===== config.mk =====
export PLATFORM = sky130hd
export DESIGN_NAME = transceiver_mode_control
export DESIGN_NICKNAME = d
export VERILOG_FILES = /design/src/logic/transceiver_mode_control.v
export VERILOG_INCLUDE_DIRS = /design/src /design/src/inc
export SDC_FILE = /design/constraint.sdc
export NUM_CORES = 1
export LEC_CHECK = 0
export BUFFER_PORTS_ARGS = -buffer_cell sky130_fd_sc_hd__buf_4
export CORE_UTILIZATION = 55
export DETAILED_ROUTE_END_ITERATION = 16
export PLACE_DENSITY = 0.77
export SLEW_MARGIN = 20
export SYNTH_ARGS = -nofsm -noshare
export SYNTH_HDL_FRONTEND = slang
export SYNTH_SLANG_ARGS = --single-unit
export TNS_END_PERCENT = 5

===== constraint.sdc =====
create_clock -name clk -period 10.1 [get_ports clk]
set_clock_uncertainty 0.05 [all_clocks]
set_input_delay 3.03 -clock clk [delete_from_list [all_inputs] [get_ports clk]]
set_output_delay 3.03 -clock clk [all_outputs]
set_load 0.01 [all_outputs]

===== src/inc/mode_ctrl_defines.vh =====
`ifndef MODE_CTRL_DEFINES_VH
`define MODE_CTRL_DEFINES_VH

// ---------------------------------------------
// Register port
// ---------------------------------------------
`define ADDR_W 4
`define DATA_W 14
`define REG_MODE_ADDR 4'h6
`define REG_DET_ADDR 4'h5
`define REG_STATUS_ADDR 4'hF
`define REG_COUNT 16
`define REG0_DEFAULT 14'h0000

// ---------------------------------------------
// Fields
// ---------------------------------------------
`define CAL_RX_BIT 0
`define CAL_TX_BIT 1
`define DET_GAIN_HI 12
`define DET_GAIN_LO 11

// ---------------------------------------------
// Mode codes
// ---------------------------------------------
`define MODE_SHUTDOWN 3'h0
`define MODE_STANDBY 3'h1
`define MODE_RX 3'h2
`define MODE_TX 3'h3
`define MODE_RX_CAL 3'h4
`define MODE_TX_CAL 3'h5

`endif


===== src/logic/transceiver_mode_control.v =====
`timescale 1ns/10ps
`include "mode_ctrl_defines.vh"

// Function
// Both pins low: shutdown, only registers alive
// Shutdown still accepts and keeps register writes
// Controller writes default into register 0
// Standby: synthesizer, oscillator, LO generation on
// Power up, select low: receive path on
// Both pins high: transmit path on
// Tx cal: Tx on except PA, detector on
// Tx cal: detector routed to Rx I/Q
// Controller sets detector gain before Tx cal
// Controller drives tone and trims offsets
// Rx cal: loopback, synth on, LNA off
// Receive plus low cal bit: Rx cal
// Transmit plus high cal bit: Tx cal
// Decode follows pins and bits continuously
module transceiver_mode_control (
   // Clock and reset
   input wire clk,
   input wire rst,
   // Mode pins
   input wire power_down_n,
   input wire tx_rx_select,
   // Register port
   input wire [`ADDR_W-1:0] addr,
   input wire [`DATA_W-1:0] wdata,
   input wire wr,
   input wire rd,
   output reg [`DATA_W-1:0] rdata,
   // Circuit group enables
   output reg synth_en,
   output reg rx_path_en,
   output reg lna_en,
   output reg tx_path_en,
   output reg pa_en,
   output reg upconv_en,
   output reg cal_tone_en,
   output reg am_detector_en,
   output reg rx_iq_buf_en,
   output reg rx_mux_detector,
   output reg tx_loopback_en,
   output reg [2:0] mode,
   output reg [1:0] detector_gain_field
);

   // ---------------------------------------------
   // Pin synchronisers
   // ---------------------------------------------
   reg [2:0] pdn_sync_r;
   reg [2:0] sel_sync_r;
   reg pdn_r;
   reg sel_r;

   // A change counts only when stages two and three agree
   always @(posedge clk or posedge rst) begin
      if (rst) begin
         pdn_sync_r <= 3'h0;
         sel_sync_r <= 3'h0;
         pdn_r <= 1'b0;
         sel_r <= 1'b0;
      end else begin
         pdn_sync_r <= {pdn_sync_r[1:0], power_down_n};
         sel_sync_r <= {sel_sync_r[1:0], tx_rx_select};
         if (pdn_sync_r[1] == pdn_sync_r[2])
            pdn_r <= pdn_sync_r[2];
         if (sel_sync_r[1] == sel_sync_r[2])
            sel_r <= sel_sync_r[2];
      end
   end

   // ---------------------------------------------
   // Register file
   // ---------------------------------------------
   // Storage is never gated by mode, so shutdown keeps contents
   // Register 0 resets to its default so shutdown current stays low
   reg [`DATA_W-1:0] regs_r [0:`REG_COUNT-1];
   integer i;
   // Status address is refused so software cannot fake the pin state
   wire write_ok = wr && (addr != `REG_STATUS_ADDR);

   always @(posedge clk or posedge rst) begin
      if (rst) begin
         for (i = 0; i < `REG_COUNT; i = i + 1)
            regs_r[i] <= `REG0_DEFAULT;
      end else if (write_ok) begin
         regs_r[addr] <= wdata;
      end
   end

   // Status is read-only; filtered pins show what the decode really saw
   function [`DATA_W-1:0] status_word;
      input pdn_bit;
      input sel_bit;
      input [2:0] mode_code;
      begin
         status_word = {{(`DATA_W-5){1'b0}}, pdn_bit, sel_bit, mode_code};
      end
   endfunction

   always @(posedge clk or posedge rst) begin
      if (rst) begin
         rdata <= {`DATA_W{1'b0}};
      end else if (rd) begin
         if (addr == `REG_STATUS_ADDR)
            rdata <= status_word(pdn_r, sel_r, mode);
         else
            rdata <= regs_r[addr];
      end else begin
         // Zero outside the answer cycle so a stale word is never taken
         rdata <= {`DATA_W{1'b0}};
      end
   end

   // ---------------------------------------------
   // Mode decode
   // ---------------------------------------------
   wire [`DATA_W-1:0] mode_reg = regs_r[`REG_MODE_ADDR];
   wire [`DATA_W-1:0] det_reg = regs_r[`REG_DET_ADDR];
   reg [2:0] mode_nxt;

   // Pure decode of current inputs, no command needed to apply
   // Cal bits are ignored in shutdown and standby
   always @* begin
      case ({pdn_r, sel_r})
         2'b00: mode_nxt = `MODE_SHUTDOWN;
         2'b01: mode_nxt = `MODE_STANDBY;
         2'b10: begin
            if (mode_reg[`CAL_RX_BIT])
               mode_nxt = `MODE_RX_CAL;
            else
               mode_nxt = `MODE_RX;
         end
         2'b11: begin
            if (mode_reg[`CAL_TX_BIT])
               mode_nxt = `MODE_TX_CAL;
            else
               mode_nxt = `MODE_TX;
         end
         default: mode_nxt = `MODE_SHUTDOWN;
      endcase
   end

   // ---------------------------------------------
   // Circuit group enables
   // ---------------------------------------------
   // One row per mode keeps the table readable; unused groups stay off
   reg synth_nxt;
   reg rx_path_nxt;
   reg lna_nxt;
   reg tx_path_nxt;
   reg pa_nxt;
   reg upconv_nxt;
   reg cal_tone_nxt;
   reg am_detector_nxt;
   reg rx_iq_buf_nxt;
   reg rx_mux_nxt;
   reg loopback_nxt;

   always @* begin
      case (mode_nxt)
         `MODE_SHUTDOWN: begin
            synth_nxt = 1'b0;
            rx_path_nxt = 1'b0;
            lna_nxt = 1'b0;
            tx_path_nxt = 1'b0;
            pa_nxt = 1'b0;
            upconv_nxt = 1'b0;
            cal_tone_nxt = 1'b0;
            am_detector_nxt = 1'b0;
            rx_iq_buf_nxt = 1'b0;
            rx_mux_nxt = 1'b0;
            loopback_nxt = 1'b0;
         end
         `MODE_STANDBY: begin
            synth_nxt = 1'b1;
            rx_path_nxt = 1'b0;
            lna_nxt = 1'b0;
            tx_path_nxt = 1'b0;
            pa_nxt = 1'b0;
            upconv_nxt = 1'b0;
            cal_tone_nxt = 1'b0;
            am_detector_nxt = 1'b0;
            rx_iq_buf_nxt = 1'b0;
            rx_mux_nxt = 1'b0;
            loopback_nxt = 1'b0;
         end
         `MODE_RX: begin
            synth_nxt = 1'b1;
            rx_path_nxt = 1'b1;
            lna_nxt = 1'b1;
            tx_path_nxt = 1'b0;
            pa_nxt = 1'b0;
            upconv_nxt = 1'b0;
            cal_tone_nxt = 1'b0;
            am_detector_nxt = 1'b0;
            rx_iq_buf_nxt = 1'b1;
            rx_mux_nxt = 1'b0;
            loopback_nxt = 1'b0;
         end
         `MODE_TX: begin
            synth_nxt = 1'b1;
            rx_path_nxt = 1'b0;
            lna_nxt = 1'b0;
            tx_path_nxt = 1'b1;
            pa_nxt = 1'b1;
            upconv_nxt = 1'b1;
            cal_tone_nxt = 1'b0;
            am_detector_nxt = 1'b0;
            rx_iq_buf_nxt = 1'b0;
            rx_mux_nxt = 1'b0;
            loopback_nxt = 1'b0;
         end
         `MODE_RX_CAL: begin
            synth_nxt = 1'b1;
            rx_path_nxt = 1'b1;
            lna_nxt = 1'b0;
            tx_path_nxt = 1'b0;
            pa_nxt = 1'b0;
            upconv_nxt = 1'b1;
            cal_tone_nxt = 1'b1;
            am_detector_nxt = 1'b0;
            rx_iq_buf_nxt = 1'b1;
            rx_mux_nxt = 1'b0;
            loopback_nxt = 1'b1;
         end
         `MODE_TX_CAL: begin
            synth_nxt = 1'b1;
            rx_path_nxt = 1'b0;
            lna_nxt = 1'b0;
            tx_path_nxt = 1'b1;
            pa_nxt = 1'b0;
            upconv_nxt = 1'b1;
            cal_tone_nxt = 1'b0;
            am_detector_nxt = 1'b1;
            rx_iq_buf_nxt = 1'b1;
            rx_mux_nxt = 1'b1;
            loopback_nxt = 1'b0;
         end
         // Unused codes fall back to all groups off
         default: begin
            synth_nxt = 1'b0;
            rx_path_nxt = 1'b0;
            lna_nxt = 1'b0;
            tx_path_nxt = 1'b0;
            pa_nxt = 1'b0;
            upconv_nxt = 1'b0;
            cal_tone_nxt = 1'b0;
            am_detector_nxt = 1'b0;
            rx_iq_buf_nxt = 1'b0;
            rx_mux_nxt = 1'b0;
            loopback_nxt = 1'b0;
         end
      endcase
   end

   // ---------------------------------------------
   // Enable registers
   // ---------------------------------------------
   // Registered so enables never glitch during a pin change
   always @(posedge clk or posedge rst) begin
      if (rst) begin
         mode <= `MODE_SHUTDOWN;
         synth_en <= 1'b0;
         rx_path_en <= 1'b0;
         lna_en <= 1'b0;
         tx_path_en <= 1'b0;
         pa_en <= 1'b0;
         upconv_en <= 1'b0;
         cal_tone_en <= 1'b0;
         am_detector_en <= 1'b0;
         rx_iq_buf_en <= 1'b0;
         rx_mux_detector <= 1'b0;
         tx_loopback_en <= 1'b0;
      end else begin
         mode <= mode_nxt;
         synth_en <= synth_nxt;
         rx_path_en <= rx_path_nxt;
         lna_en <= lna_nxt;
         tx_path_en <= tx_path_nxt;
         pa_en <= pa_nxt;
         upconv_en <= upconv_nxt;
         cal_tone_en <= cal_tone_nxt;
         am_detector_en <= am_detector_nxt;
         rx_iq_buf_en <= rx_iq_buf_nxt;
         rx_mux_detector <= rx_mux_nxt;
         tx_loopback_en <= loopback_nxt;
      end
   end

   // Gain field is mirrored in every mode so the detector is ready early
   always @(posedge clk or posedge rst) begin
      if (rst) begin
         detector_gain_field <= 2'h0;
      end else begin
         detector_gain_field <= det_reg[`DET_GAIN_HI:`DET_GAIN_LO];
      end
   end

endmodule

==> flow_metrics.tcl <==
set metrics [dict create \
    critPathMaxFanout 64 \
    finalSetupViolCount 0 \
    fin_nets 801 \
    die_area_um2 20000 \
    clock_path_buffers 3 \
    power.share.clock_pct 37.5 \
    comb_power_share_pct 15.8 \
    vias 6414 \
    drcViolationCount 0 \
    fmax_mhz 192 \
    first_pass_iters 5 \
    leakagePower_nw 5.37 \
    intPower_mw 2.12 \
    avgSynthCellArea_um2 14.4 \
    hpwlAfterDp_um 14400 \
    reg2reg_depth 3 \
    final_layout_size_suffix_gt1_share_pct 48.2 \
    crit_arrival_ns 5.55 \
    hold_violations 0 \
    synth_most_common_cell "mux2_2" \
    cts.sinks 246 \
    holdWs_ns 0.308 \
    synth_top_area_share_pct 57.5 \
    p_total_mw 2.79 \
    worstHoldPathType "flop to flop" \
    core.rowCount 50 \
    clk_pin_slew_ns 0.06 \
    critPathLaunchType "primary input" \
    hold_buffers 0 \
    synth_area_leaders "dfrtp_1 57%, mux2_2 27%, mux2i_1 2.1%, mux4_2 1.9%, o22ai_1 1.9%" \
    status "finished, final reports clean" \
    required_ns 10.45 \
    wl_per_cell_um 22.5 \
    path_class "primary input to flop" \
    yosys-top-cells-count "258 x mux2_2, 246 x dfrtp_1, 32 x o22ai_1" \
    ant_nets 0 \
    tightest_slew_ns 1.12 \
    drt-initial-drc-count 397 \
    crit_path_end_kind "flop" \
    avgViaCountPerCell 6.09 \
    min_period_over_period_pct 51.5 \
    tritoncts "done" \
    htree_levels 1 \
    grt_pass1_vias 6673 \
    groute.usage.overall_pct 24.7 \
    die_h_um 142 \
    antenna_found_initial 0 \
    layout.cells.non_filler 1054 \
    ys_seq_area_share_pct 57.5 \
    design_area_um2 12200 \
    grt_pass1_wl_um 37800 \
    die_x_um 142 \
    start_util_pct 56.7 \
    syn_area_um2 10700 \
    syn-num-nets 770 \
    synth_ff_type "dfrtp_1" \
    peakVddDrop_mv 0.125 \
    grt_setup_unrepaired "false" \
    p_switching_mw 0.677 \
    cts_root_buffer "clkbuf_16" \
    antennaDiodeCount 0 \
    ys_ff_latch 246 \
    insertion_delay_ns 0.54 \
    dp.cells 1009 \
    cap_viol_max_count 0 \
    synth_area_leader_cell "dfrtp_1" \
    utilization_pct 64.4 \
    power-per-cell-area_nw_per_um2 230 \
    post_cts_buffers 0 \
    ys_warn_count 0 \
    syn2layout_area_growth_pct 13.6 \
    synthArstFlopShare_pct 100 \
    ctsResizeCount 0 \
    yosysUniqueCellTypes 29 \
    gp_congestion 0.810 \
    seqPwrFrac_pct 46.7 \
    grt.overflow.total 0 \
    hold_path_depth 0 \
    period_minus_slack_ns 5.20 \
    synthCells 746 \
    num-fill-cells 1401 \
    switching_share_pct 24.2 \
    fin_setup_tns_ns 0 \
    slew_headroom_pct 25.2 \
    coreArea_um2 18900 \
    fin_ws_ns 4.90 \
    place_area_um2 11200 \
    grt_max_degree 113 \
    synth_edf_count 0 \
    detailedPlace.worstSlack_ns 4.39 \
    numCtsBuffers 26 \
    ioPinCount 54 \
    io_buffers 53 \
    largest_reg_flops 182 \
    maxSlewViolCount 0 \
    drt-total-wl_um 23700 \
]
final timing paths:
path / to / slack (ns) / from
setup / recovery: mode_reg[7] / 4.90 / addr[0]
hold / removal: sel_sync_r[1] / 0.31 / sel_sync_r[0]
setup reg to reg: rdata[9] / 8.43 / regs_r[93]
hold reg to reg: sel_sync_r[1] / 0.31 / sel_sync_r[0]
max in group asynchronous: regs_r[182] / 5.90 / rst
min in group asynchronous: regs_r[96] / 2.58 / rst
layout by cell type, fill, tap and decap left out:
cell / Yosys / routed
mux2i_1: 23 / 23
or2_2: 1 / 1
o211ai_1: 9 / 9
o221ai_1: 14 / 14
bufinv_16: 0 / 7
clkinv_2: 0 / 2
o21ai_0: 11 / 11
o22ai_1: 32 / 32
inv_8: 0 / 1
nand2_1: 18 / 18
clkinvlp_4: 0 / 3
a221o_1: 2 / 2
buf_8: 0 / 1
inv_1: 14 / 13
o31ai_1: 12 / 12
clkbuf_16: 0 / 26
clkbuf_8: 0 / 1
nand2b_1: 6 / 6
nor2_2: 5 / 6
maj3_1: 2 / 2
clkinv_8: 0 / 1
nand3_1: 3 / 3
or2_1: 1 / 1
or3_1: 1 / 1
buf_4: 10 / 62
mux4_2: 9 / 9
nor2b_1: 1 / 1
nor2_1: 10 / 9
mux2_2: 258 / 258
o221a_2: 5 / 5
dfrtp_1: 246 / 246
clkbuf_1: 25 / 5
and2_1: 1 / 1
nand3b_1: 2 / 2
kinds of logic (layout without fill, tap and decap cells):
kind of cell | Yosys count | in the layout | synth area share [%]
multiplexers | 290 | 290 | 31.2
buffers and inverters | 74 | 122 | 3.28
AO/OA/AOI/OAI | 85 | 85 | 5.71
AND/OR/NAND/NOR | 49 | 49 | 2.20
flip-flops | 246 | 246 | 57.5
adder cells (fa/ha/maj) | 2 | 2 | 0.187
critical path, cell delays in order:
cell     delay, ns
buf_4         0.40
buf_4         0.79
nor2_1        0.18
nand3_1       0.66
mux2_2        0.42
final cells by class:
type	count	area, um2	area share [%]
Inverter	14	60.1	0.493
Timing Repair Buffer	63	480	3.95
Tap cell	260	325	2.67
Sequential cell	246	6160	50.6
Multi-Input combinational cell	426	4210	34.6
Clock inverter	13	259	2.13
Clock buffer	32	683	5.61
power groups by stage:
stage,Clock (mW),Combinational [mW],Sequential [mW]
2_1_floorplan,0,0.339,1.29
3_3_place_gp,0,0.421,1.30
3_5_place_dp,0,0.442,1.32
4_1_cts,1.06,0.445,1.30
5_1_grt,1.10,0.480,1.33
6_report,1.05,0.441,1.31
metal layers:
layer  wire [um]  share of wire [%]  global-route usage (%)
met5           0                  0                       0
met4         540                2.3                    6.51
met3        1130                4.8                    3.37
met2       11700                 49                    40.8
met1       10400                 44                    34.6
Note: power is estimated with default switching activity, not from simulation.
